<file path="src/verilog/isc_pkg.sv">
// Constants and types for the instruction sequencer core
`default_nettype none
package isc_pkg;
  // Widths
  localparam int PC_W = 10;
  localparam int IW   = 14;
  localparam int DW   = 8;
  localparam int DA_W = 5;
  // Vectors and reset values
  localparam logic [PC_W-1:0] RESET_VEC = 10'h000;
  localparam logic [PC_W-1:0] IRQ_VEC   = 10'h004;
  localparam logic [DW-1:0]   ACC_RST   = 8'h00;
  localparam logic [DW-1:0]   PTR_RST   = 8'h00;
  localparam logic [3:0]      STAT_RST  = 4'h0;
  localparam logic            RUN_RST   = 1'b1;
  localparam logic            IE_RST    = 1'b0;
  // Bus register offsets and fields
  localparam logic [7:0] CTRL_OFF = 8'h00;
  localparam logic [7:0] PC_OFF   = 8'h04;
  localparam logic [7:0] CORE_OFF = 8'h08;
  localparam int CTRL_RUN = 0;
  localparam int CTRL_IE  = 1;
  localparam int CTRL_IRQ = 2;
  localparam int CORE_ST  = 8;
  // Status flag positions
  localparam int ST_C  = 0;
  localparam int ST_AC = 1;
  localparam int ST_Z  = 2;
  localparam int ST_OV = 3;
  // Data space map
  localparam logic [DA_W-1:0] DA_IND  = 5'h00;
  localparam logic [DA_W-1:0] DA_PTR  = 5'h01;
  localparam logic [DA_W-1:0] DA_PCL  = 5'h02;
  localparam logic [DA_W-1:0] DA_STAT = 5'h03;
  localparam logic [DA_W-1:0] DA_ACC  = 5'h04;
  // Instruction fields
  localparam int CLS_HI = 13;
  localparam int CLS_LO = 11;
  localparam int OP_HI  = 10;
  localparam int OP_LO  = 6;
  localparam int DST    = 5;
  localparam int ADR_HI = 4;
  localparam int SK_HI  = 10;
  localparam int SK_LO  = 8;
  // Instruction classes
  localparam logic [2:0] CL_ALU  = 3'h0;
  localparam logic [2:0] CL_SKIP = 3'h1;
  localparam logic [2:0] CL_IMM  = 3'h2;
  localparam logic [2:0] CL_MISC = 3'h3;
  localparam logic [2:0] CL_JMP  = 3'h4;
  localparam logic [2:0] CL_CALL = 3'h5;
  // ALU operations
  localparam logic [4:0] OP_ADD = 5'h00;
  localparam logic [4:0] OP_ADC = 5'h01;
  localparam logic [4:0] OP_SUB = 5'h02;
  localparam logic [4:0] OP_SBC = 5'h03;
  localparam logic [4:0] OP_AND = 5'h04;
  localparam logic [4:0] OP_OR  = 5'h05;
  localparam logic [4:0] OP_XOR = 5'h06;
  localparam logic [4:0] OP_CPL = 5'h07;
  localparam logic [4:0] OP_RR  = 5'h08;
  localparam logic [4:0] OP_RRC = 5'h09;
  localparam logic [4:0] OP_RL  = 5'h0A;
  localparam logic [4:0] OP_RLC = 5'h0B;
  localparam logic [4:0] OP_INC = 5'h0C;
  localparam logic [4:0] OP_DEC = 5'h0D;
  localparam logic [4:0] OP_DAA = 5'h0E;
  localparam logic [4:0] OP_LD  = 5'h0F;
  localparam logic [4:0] OP_ST  = 5'h10;
  // Skip kinds and misc codes
  localparam logic [2:0] SK_SZ   = 3'h0;
  localparam logic [2:0] SK_SNZ  = 3'h1;
  localparam logic [2:0] SK_SZA  = 3'h2;
  localparam logic [2:0] SK_SIZ  = 3'h3;
  localparam logic [2:0] SK_SDZ  = 3'h4;
  localparam logic [2:0] SK_SIZA = 3'h5;
  localparam logic [2:0] SK_SDZA = 3'h6;
  localparam logic [2:0] MI_RET  = 3'h1;
  localparam logic [2:0] MI_RETURN_FROM_INTERRUPT = 3'h2;
  localparam logic [IW-1:0] NOP_WORD = 14'h1800;
  // Bus responses
  localparam logic [1:0] RESP_OKAY   = 2'h0;
  localparam logic [1:0] RESP_SLVERR = 2'h2;
  typedef enum logic [3:0] {
    PH_T1 = 4'b0001,
    PH_T2 = 4'b0010,
    PH_T3 = 4'b0100,
    PH_T4 = 4'b1000
  } isc_phase_e;
endpackage : isc_pkg
`default_nettype wire

</file>
<file path="src/verilog/isc_core.sv">
// Instruction sequencer core with AXI4-Lite control
//
// Added by the designer: register access over AXI4-Lite and the register addresses.
`timescale 1ns/1ps
`default_nettype none
module isc_core #(
  parameter int DM_DEPTH  = 32,
  parameter int STK_DEPTH = 2,
  parameter int AXI_AW    = 8
) (
  // Clock and reset
  input  wire logic                    clk,
  input  wire logic                    nrst,
  // AXI4-Lite write channels
  input  wire logic [AXI_AW-1:0]       s_axi_awaddr,
  input  wire logic                    s_axi_awvalid,
  output logic                         s_axi_awready,
  input  wire logic [31:0]             s_axi_wdata,
  input  wire logic [3:0]              s_axi_wstrb,
  input  wire logic                    s_axi_wvalid,
  output logic                         s_axi_wready,
  output logic [1:0]                   s_axi_bresp,
  output logic                         s_axi_bvalid,
  input  wire logic                    s_axi_bready,
  // AXI4-Lite read channels
  input  wire logic [AXI_AW-1:0]       s_axi_araddr,
  input  wire logic                    s_axi_arvalid,
  output logic                         s_axi_arready,
  output logic [31:0]                  s_axi_rdata,
  output logic [1:0]                   s_axi_rresp,
  output logic                         s_axi_rvalid,
  input  wire logic                    s_axi_rready,
  // Program memory
  output logic [isc_pkg::PC_W-1:0]     pm_addr,
  input  wire logic [isc_pkg::IW-1:0]  pm_data,
  // Phase clocks
  output logic [3:0]                   instruction_phase_clocks
);
  import isc_pkg::*;

  localparam int SPW = $clog2(STK_DEPTH);
  localparam logic [SPW:0] STK_FULL = (SPW+1)'(STK_DEPTH);

  if (DM_DEPTH < 8 || DM_DEPTH > 32) begin : g_bad_dm
    $error("DM_DEPTH must lie in 8..32");
  end
  if (STK_DEPTH < 2 || (STK_DEPTH & (STK_DEPTH - 1)) != 0) begin : g_bad_stk
    $error("STK_DEPTH must be a power of two");
  end
  if (AXI_AW < 8 || AXI_AW > 32) begin : g_bad_aw
    $error("AXI_AW must lie in 8..32");
  end

  isc_phase_e       phase_r;
  logic             t1;
  logic             t4;
  logic             run_r;
  logic             ie_r;
  logic             irq_r;
  logic [PC_W-1:0]  pc_r;
  logic [PC_W-1:0]  pc_ret;
  logic [IW-1:0]    fetch_r;
  logic [IW-1:0]    ex_r;
  logic             dummy_r;
  logic [DW-1:0]    acc_r;
  logic [DW-1:0]    ptr_r;
  logic [3:0]       stat_r;
  logic [DW-1:0]    dm_r [DM_DEPTH];
  logic [PC_W-1:0]  stk_r [STK_DEPTH];
  logic [SPW-1:0]   sp_r;
  logic [SPW:0]     cnt_r;
  logic             full;
  logic [PC_W-1:0]  top;
  logic [2:0]       cls;
  logic [2:0]       sk;
  logic [4:0]       op;
  logic             to_mem;
  logic [DA_W-1:0]  adr;
  logic [DA_W-1:0]  ea;
  logic [DW-1:0]    m;
  logic [DW-1:0]    b;
  logic             cin;
  logic [8:0]       sum;
  logic [4:0]       half;
  logic [8:0]       dsum;
  logic             lo6;
  logic             hi6;
  logic             zu;
  logic [DW-1:0]    res;
  logic [3:0]       st_nxt;
  logic [DW-1:0]    sval;
  logic             cond;
  logic             wr_en;
  logic [DW-1:0]    wv;
  logic             acc_we;
  logic [DW-1:0]    acc_dat;
  logic             flag_we;
  logic             br;
  logic [PC_W-1:0]  tgt;
  logic             push;
  logic             pop;
  logic             skip;
  logic             return_from_interrupt;
  logic             take;
  logic             aw_go;
  logic             ar_go;
  logic             ctrl_wr;
  logic [2:0]       wsel;
  logic [2:0]       rsel;
  logic [31:0]      rd_val;
  logic             bvalid_r;
  logic [1:0]       bresp_r;
  logic             rvalid_r;
  logic [1:0]       rresp_r;
  logic [31:0]      rdata_r;

  // Register decode, one-hot {core, pc, ctrl}
  function automatic logic [2:0] reg_dec(input logic [AXI_AW-1:0] a);
    logic [AXI_AW-1:0] w;
    w = {a[AXI_AW-1:2], 2'b00};
    reg_dec = {w == AXI_AW'(CORE_OFF), w == AXI_AW'(PC_OFF), w == AXI_AW'(CTRL_OFF)};
  endfunction : reg_dec

  // Phase sequencer
  always_ff @(posedge clk) begin
    if (!nrst) begin
      phase_r <= PH_T1;
    end else if (run_r) begin
      case (phase_r)
        PH_T1:   phase_r <= PH_T2;
        PH_T2:   phase_r <= PH_T3;
        PH_T3:   phase_r <= PH_T4;
        PH_T4:   phase_r <= PH_T1;
        default: phase_r <= PH_T1;
      endcase
    end
  end

  assign t1 = run_r && (phase_r == PH_T1);
  assign t4 = run_r && (phase_r == PH_T4);
  assign instruction_phase_clocks = phase_r;
  assign pm_addr = pc_r;

  // Decode
  assign cls    = ex_r[CLS_HI:CLS_LO];
  assign op     = ex_r[OP_HI:OP_LO];
  assign sk     = ex_r[SK_HI:SK_LO];
  assign to_mem = ex_r[DST];
  assign adr    = ex_r[ADR_HI:0];
  assign ea     = (adr == DA_IND) ? ptr_r[DA_W-1:0] : adr;
  assign pc_ret = pc_r - PC_W'(1);
  assign full   = (cnt_r == STK_FULL);
  assign top    = stk_r[sp_r - SPW'(1)];

  // Operand read from data space
  always_comb begin
    case (ea)
      DA_IND:  m = 8'h00;
      DA_PTR:  m = ptr_r;
      DA_PCL:  m = pc_ret[DW-1:0];
      DA_STAT: m = {4'h0, stat_r};
      DA_ACC:  m = acc_r;
      default: m = (32'(ea) < DM_DEPTH) ? dm_r[ea] : 8'h00;
    endcase
  end

  // ALU
  always_comb begin
    b      = (op == OP_SUB || op == OP_SBC) ? ~m : m;
    cin    = (op == OP_ADC || op == OP_SBC) ? stat_r[ST_C] : (op == OP_SUB);
    sum    = {1'b0, acc_r} + {1'b0, b} + {8'h00, cin};
    half   = {1'b0, acc_r[3:0]} + {1'b0, b[3:0]} + {4'h0, cin};
    lo6    = (acc_r[3:0] > 4'h9) || stat_r[ST_AC];
    dsum   = {1'b0, acc_r} + (lo6 ? 9'h006 : 9'h000);
    hi6    = (dsum[7:4] > 4'h9) || stat_r[ST_C] || dsum[8];
    res    = sum[DW-1:0];
    st_nxt = stat_r;
    zu     = 1'b1;
    case (op)
      OP_ADD, OP_ADC, OP_SUB, OP_SBC: begin
        st_nxt[ST_C]  = sum[8];
        st_nxt[ST_AC] = half[4];
        st_nxt[ST_OV] = (acc_r[7] == b[7]) && (res[7] != acc_r[7]);
      end
      OP_AND: res = acc_r & m;
      OP_OR:  res = acc_r | m;
      OP_XOR: res = acc_r ^ m;
      OP_CPL: res = ~m;
      OP_RR: begin
        res = {m[0], m[7:1]};
        zu  = 1'b0;
      end
      OP_RRC: begin
        res          = {stat_r[ST_C], m[7:1]};
        st_nxt[ST_C] = m[0];
        zu           = 1'b0;
      end
      OP_RL: begin
        res = {m[6:0], m[7]};
        zu  = 1'b0;
      end
      OP_RLC: begin
        res          = {m[6:0], stat_r[ST_C]};
        st_nxt[ST_C] = m[7];
        zu           = 1'b0;
      end
      OP_INC: res = m + 8'h01;
      OP_DEC: res = m - 8'h01;
      OP_DAA: begin
        res          = dsum[DW-1:0] + (hi6 ? 8'h60 : 8'h00);
        st_nxt[ST_C] = hi6;
        zu           = 1'b0;
      end
      OP_LD: begin
        res = m;
        zu  = 1'b0;
      end
      OP_ST: begin
        res = acc_r;
        zu  = 1'b0;
      end
      default: begin
        res = m;
        zu  = 1'b0;
      end
    endcase
    if (zu) begin
      st_nxt[ST_Z] = (res == 8'h00);
    end
  end

  // Skip evaluation
  always_comb begin
    case (sk)
      SK_SIZ, SK_SIZA: sval = m + 8'h01;
      SK_SDZ, SK_SDZA: sval = m - 8'h01;
      default:         sval = m;
    endcase
    cond = (sk == SK_SNZ) ? (m != 8'h00) : (sval == 8'h00);
  end

  // Execute control
  always_comb begin
    wr_en   = 1'b0;
    wv      = res;
    acc_we  = 1'b0;
    acc_dat = res;
    flag_we = 1'b0;
    br      = 1'b0;
    tgt     = ex_r[PC_W-1:0];
    push    = 1'b0;
    pop     = 1'b0;
    skip    = 1'b0;
    return_from_interrupt    = 1'b0;
    case (cls)
      CL_ALU: begin
        flag_we = 1'b1;
        wr_en   = to_mem;
        acc_we  = !to_mem;
      end
      CL_SKIP: begin
        skip    = cond;
        wv      = sval;
        acc_dat = sval;
        wr_en   = (sk == SK_SIZ) || (sk == SK_SDZ);
        acc_we  = (sk == SK_SZA) || (sk == SK_SIZA) || (sk == SK_SDZA);
      end
      CL_IMM: begin
        acc_we  = 1'b1;
        acc_dat = ex_r[DW-1:0];
      end
      CL_MISC: begin
        if (sk == MI_RET || sk == MI_RETURN_FROM_INTERRUPT) begin
          pop  = 1'b1;
          br   = 1'b1;
          tgt  = top;
          return_from_interrupt = (sk == MI_RETURN_FROM_INTERRUPT);
        end
      end
      CL_JMP:  br = 1'b1;
      CL_CALL: begin
        br   = 1'b1;
        push = 1'b1;
      end
      default: ;
    endcase
    if (wr_en && ea == DA_PCL) begin
      br  = 1'b1;
      tgt = {pc_ret[PC_W-1:DW], wv};
    end
  end

  assign take = irq_r && ie_r && !full && !br && !skip;

  // Fetch and execute pipeline
  always_ff @(posedge clk) begin
    if (!nrst) begin
      pc_r    <= RESET_VEC;
      fetch_r <= NOP_WORD;
      ex_r    <= NOP_WORD;
      dummy_r <= 1'b0;
    end else if (t1) begin
      ex_r    <= dummy_r ? NOP_WORD : fetch_r;
      fetch_r <= pm_data;
      pc_r    <= pc_r + PC_W'(1);
      dummy_r <= 1'b0;
    end else if (t4 && (br || skip || take)) begin
      if (take) begin
        pc_r <= IRQ_VEC;
      end else if (br) begin
        pc_r <= tgt;
      end
      dummy_r <= 1'b1;
    end
  end

  // Return stack
  always_ff @(posedge clk) begin
    if (!nrst) begin
      sp_r  <= '0;
      cnt_r <= '0;
    end else if (t4) begin
      if (push || take) begin
        stk_r[sp_r] <= pc_ret;
        sp_r        <= sp_r + SPW'(1);
        if (!full) begin
          cnt_r <= cnt_r + (SPW+1)'(1);
        end
      end else if (pop) begin
        sp_r <= sp_r - SPW'(1);
        if (cnt_r != '0) begin
          cnt_r <= cnt_r - (SPW+1)'(1);
        end
      end
    end
  end

  // Accumulator
  always_ff @(posedge clk) begin
    if (!nrst) begin
      acc_r <= ACC_RST;
    end else if (t4 && acc_we) begin
      acc_r <= acc_dat;
    end else if (t4 && wr_en && ea == DA_ACC) begin
      acc_r <= wv;
    end
  end

  // Status and pointer
  always_ff @(posedge clk) begin
    if (!nrst) begin
      stat_r <= STAT_RST;
      ptr_r  <= PTR_RST;
    end else if (t4) begin
      if (wr_en && ea == DA_STAT) begin
        stat_r <= wv[3:0];
      end else if (flag_we) begin
        stat_r <= st_nxt;
      end
      if (wr_en && ea == DA_PTR) begin
        ptr_r <= wv;
      end
    end
  end

  // General data registers
  always_ff @(posedge clk) begin
    if (t4 && wr_en && ea > DA_ACC && 32'(ea) < DM_DEPTH) begin
      dm_r[ea] <= wv;
    end
  end

  // Bus handshakes
  assign aw_go         = s_axi_awvalid && s_axi_wvalid && !bvalid_r;
  assign s_axi_awready = aw_go;
  assign s_axi_wready  = aw_go;
  assign ar_go         = s_axi_arvalid && !rvalid_r;
  assign s_axi_arready = !rvalid_r;
  assign wsel          = reg_dec(s_axi_awaddr);
  assign rsel          = reg_dec(s_axi_araddr);
  assign ctrl_wr       = aw_go && wsel[0] && s_axi_wstrb[0];

  // Control register
  always_ff @(posedge clk) begin
    if (!nrst) begin
      run_r <= RUN_RST;
      ie_r  <= IE_RST;
      irq_r <= 1'b0;
    end else begin
      if (ctrl_wr) begin
        run_r <= s_axi_wdata[CTRL_RUN];
      end
      irq_r <= (irq_r && !(t4 && take)) || (ctrl_wr && s_axi_wdata[CTRL_IRQ]);
      if (ctrl_wr) begin
        ie_r <= s_axi_wdata[CTRL_IE];
      end else if (t4 && take) begin
        ie_r <= 1'b0;
      end else if (t4 && return_from_interrupt) begin
        ie_r <= 1'b1;
      end
    end
  end

  // Write response
  always_ff @(posedge clk) begin
    if (!nrst) begin
      bvalid_r <= 1'b0;
      bresp_r  <= RESP_OKAY;
    end else if (aw_go) begin
      bvalid_r <= 1'b1;
      bresp_r  <= (|wsel) ? RESP_OKAY : RESP_SLVERR;
    end else if (s_axi_bready) begin
      bvalid_r <= 1'b0;
    end
  end

  // Read mux
  always_comb begin
    rd_val = 32'h0000_0000;
    if (rsel[0]) begin
      rd_val[CTRL_RUN] = run_r;
      rd_val[CTRL_IE]  = ie_r;
      rd_val[CTRL_IRQ] = irq_r;
    end
    if (rsel[1]) begin
      rd_val[PC_W-1:0] = pc_r;
    end
    if (rsel[2]) begin
      rd_val[DW-1:0]       = acc_r;
      rd_val[CORE_ST +: 4] = stat_r;
    end
  end

  // Read response
  always_ff @(posedge clk) begin
    if (!nrst) begin
      rvalid_r <= 1'b0;
      rresp_r  <= RESP_OKAY;
      rdata_r  <= 32'h0000_0000;
    end else if (ar_go) begin
      rvalid_r <= 1'b1;
      rresp_r  <= (|rsel) ? RESP_OKAY : RESP_SLVERR;
      rdata_r  <= rd_val;
    end else if (s_axi_rready) begin
      rvalid_r <= 1'b0;
    end
  end

  assign s_axi_bvalid = bvalid_r;
  assign s_axi_bresp  = bresp_r;
  assign s_axi_rvalid = rvalid_r;
  assign s_axi_rresp  = rresp_r;
  assign s_axi_rdata  = rdata_r;

endmodule : isc_core
`default_nettype wire

</file>
<file path="config.mk">
export PLATFORM = sky130hd
export DESIGN_NAME = isc_core
export DESIGN_NICKNAME = d
export VERILOG_FILES = /design/src/verilog/isc_pkg.sv /design/src/verilog/isc_core.sv
export SDC_FILE = /design/constraint.sdc
export NUM_CORES = 1
export LEC_CHECK = 0
export BUFFER_PORTS_ARGS = -buffer_cell sky130_fd_sc_hd__buf_2
export CAP_MARGIN = 20
export CORE_AREA = 4 4 199 201
export DETAILED_ROUTE_END_ITERATION = 10
export DIE_AREA = 0 0 203 205
export GPL_TIMING_DRIVEN = 0
export PLACE_DENSITY_LB_ADDON = 0.25
export SLEW_MARGIN = 15
export SYNTH_ARGS = -nofsm -noshare
export SYNTH_HDL_FRONTEND = slang
export SYNTH_SLANG_ARGS = --single-unit
</file>
<file path="constraint.sdc">
create_clock -name clk -period 7.26 [get_ports clk]
set_input_delay 1.089 -clock clk [delete_from_list [all_inputs] [get_ports clk]]
set_output_delay 1.089 -clock clk [all_outputs]
set_load 0.01 [all_outputs]
</file>
==> summary.txt <==
Routing
  – DR vias: around 15000
  – Residual DRC: 0
  – DR vias/cell: roughly 6.3
  – Routed Antenna Nets: 0
  – Post-DR wirelength/cell: about 26 µm
  – Drt total wl: ~59000 µm
  – Pre-Repair DR Iteration Count: 6
  – DR iter-0 viols: between 2000 and 2500

Timing
  – Post-route minimum period: roughly 7.1 ns
  – Final setup viols: 0
  – Hold Slack: ~0.45 ns
  – Worst slew margin: between 20% and 30%
  – Hold Fails Final Rpt: 0
  – Worst slew pin tran: about 1.1 ns
  – RSZ-0062 raised after global routing: no
  – Final Cycle Share: 98.29%
  – Fin. max-slew vios: 0
  – Fmax achieved: 0.1401 GHz
  – Clock Skew: ~0.034 ns

Critical path
  – Worst path depth: 26
  – Worst-path cell with the longest stage delay: nor4_2
  – CP Class: flop to flop
  – R2R Path End: pm_addr[6]$_SDFFE_PN0P_
  – Reg2reg path depth: 26
  – Most frequent CP cell: a21oi_1
  – Worst EP arrival: ~7.6 ns
  – R2R Setup Slk: between 0.1 and 0.15 ns
  – Worst Path Max Fanout: 12
  – Delay-heaviest family, CP: compound AO/OA/AOI/OAI gates
  – Req. time, crit path: between 7 and 8 ns
  – Bufs and invs on worst path: 5
  – Worst r2r src: ex_r[3]$_SDFFE_PN0P_
  – Setup crit start kind: flop
  – Crit path launch: ex_r[3]$_SDFFE_PN0P_
  – Critical Path End: pm_addr[6]$_SDFFE_PN0P_
  – Max stage delay on crit path: 0.69 ns
  – Critical Path End Type: flop

Finish
  – Nets@finish: approximately 1900
  – Diodes inserted: 0
  – Share of cells above drive strength 1: 14.81%
  – Non-filler cells, final: 2300
  – Area grow syn2layout: 15.04%
  – Commonest non-fill, non-tap cell in the layout: edfxtp_1
  – Final Core Density: a little over half
  – Most frequent cells in the layout: 252 x edfxtp_1, 147 x nand2_1, 112 x nor2_1
  – Final instance area: approximately 20000 µm²

Floorplanning
  – Core ar.: around 38000 µm²
  – Io pins: 128
  – Initial Utilization: between 40 and 50%
  – Full die area: 41620 µm²
  – Die H: between 200 and 250 µm
  – Die X: just over 200 µm
  – Std cell rows: 71

Logic synthesis
  – Flops & latches, synth: around 340
  – Avg Cell Area, Syn: about 11 µm²
  – Synthesized cell area: 17530 µm²
  – EDFF count, synth: around 250
  – Dominant synthesized flop cell: edfxtp_1
  – Mapped Cells: around 1600
  – Sequential fraction of the synthesis area: 52.89%
  – Warnings, synthesis: 0
  – Ys async rst share: 0%
  – Synth cell types: between 90 and 100

Power and ir drop
  – Tot Pwr: between 0.005 and 0.006 W
  – Pleak: roughly 7.0 nW
  – Max rail drop VDD: 0.1537 mV
  – Power per cell area: 270.4 nW/µm²

Global routing
  – Initial antenna violation count: 0
  – Pin count of the biggest net entering global routing: 33
  – First-pass GRT wire length: about 87000 µm
  – Vias in the first global route: 13740
  – Gr usage total: 27.69%
  – Remaining global-route overflow: 0

Clocking
  – TritonCTS clock tree: done
  – Num CTS Buffers: 36
  – CTS Root Cell: clkbuf_16
  – H-Tree Depth: 2
  – Hold-fix buffers, CTS: 0
  – Clock sink count: approximately 340
  – Worst-path clk slew: 0.06 ns
  – Clock Path Buffers: 3
  – Clk_lat worst skew: between 0.5 and 0.6 ns

Outcome
  – Status: finished, final reports clean

Placed design
  – Placed Instance Area: approximately 19000 µm²
  – Placed Cells: 2228
  – GP Congestion: 0.9696
  – Port Buffers: 68
  – DP HPWL: 41980 µm

Min path
  – Min-Delay Path Class: flop to flop

Run
  – Max Cap Viol: 0
[layout make-up]
| cell class | count | area (µm²) |
|---|---|---|
| plain buffers | 130 | 706.9 |
| clock buffers | 38 | 908.4 |
| clock inverters | 22 | 216.5 |
| fillers | 3313 | 17420 |
| inverters | 44 | 175.2 |
| multi-input cells | 1131 | 7702 |
| flip-flops and latches | 337 | 9269 |
| well taps | 511 | 639.4 |
| repair buffers | 85 | 529.3 |
| repair inverters | 2 | 15.01 |
[worst min-delay path: cells and delay by family, from the launching register on]
kind	cells	cell delay (ns)
flops	1	0.31
simple gates	1	0.05
compound gates	1	0.05
[what timing repair did]
action                     CTS  global route
pin swaps                    2             2
resized for setup           16            19
setup buffers                4             6
cloned                       2             1
hold endpoints to repair     0             0
setup endpoints to repair  149            78
[flip-flops by register name (all words and copies together), names as in the netlist, 2 cells and up]
register                  count
acc_r                         8
cnt_r                         2
dm_r                        232
ex_r                         14
fetch_r                      14
instruction_phase_clocks      4
pm_addr                      10
ptr_r                         8
s_axi_rdata                  12
stat_r                        4
stk_r                        20
[routing by layer]
metal  vias to the layer above  track usage (%)  share of wire [%]
li1                       6414                -                  -
met5                         -                0                  0
met3                       135            6.950                 12
met2                       899            41.10                 43
met4                         0            10.28                3.8
met1                      7059            39.48                 41
[report_power, final]
group / internal, W / switching, W
clock: 0.000992 / 0.000774
combinational: 0.000416 / 0.000958
sequential: 0.00228 / 0.0000337
[metrics by stage]
step | TNS, ns | setup WS, ns
2_1_floorplan | 0 | 0.9295
3_3_place_gp | -261.32 | -3.012
3_5_place_dp | -88.70 | -1.347
4_1_cts | 0 | 0.008990
5_1_grt | 0 | 0.0004636
6_report | 0 | 0.1243
[synthesized netlist by cell type (31+ instances only)]
master	count	area [µm²]
edfxtp_1	252	7567
clkbuf_1	81	304.0
nand3_1	31	155.2
nor2b_1	55	344.1
nor3_1	42	210.2
dfxtp_1	85	1702
inv_1	37	138.9
a21oi_1	104	520.5
o21ai_0	70	350.3
nor2_1	112	420.4
nand2_1	149	559.3
xnor2_1	31	271.5
a221oi_1	70	613.1
mux2i_1	37	370.4
[logic make-up (layout without fill, tap and decap cells)]
group | count (synthesis) | in the layout | share of synthesized area (%)
compound gates | 453 | 453 | 18.28
xor+xnor | 40 | 40 | 1.999
fa+ha+maj | 34 | 34 | 2.599
buf+inv | 176 | 321 | 4.905
flops | 337 | 337 | 52.89
mux | 61 | 62 | 5.069
other cells | 1 | 38 | 0.02140
simple gates | 504 | 504 | 14.24
[worst min path at each step]
stage	start	endpoint	slack, ns	cells after the start
floorplan	fetch_r[0]$_SDFFE_PN0P_	fetch_r[0]$_SDFFE_PN0P_	0.44	2
global placement	s_axi_rdata[10]$_SDFFE_PN0P_	s_axi_rdata[10]$_SDFFE_PN0P_	0.44	2
detailed placement	s_axi_rdata[11]$_SDFFE_PN0P_	s_axi_rdata[11]$_SDFFE_PN0P_	0.44	2
CTS	s_axi_rdata[11]$_SDFFE_PN0P_	s_axi_rdata[11]$_SDFFE_PN0P_	0.45	2
global route	fetch_r[6]$_SDFFE_PN0P_	fetch_r[6]$_SDFFE_PN0P_	0.48	2
finish	s_axi_rdata[11]$_SDFFE_PN0P_	s_axi_rdata[11]$_SDFFE_PN0P_	0.45	2
(Power assumes the default switching activity.)
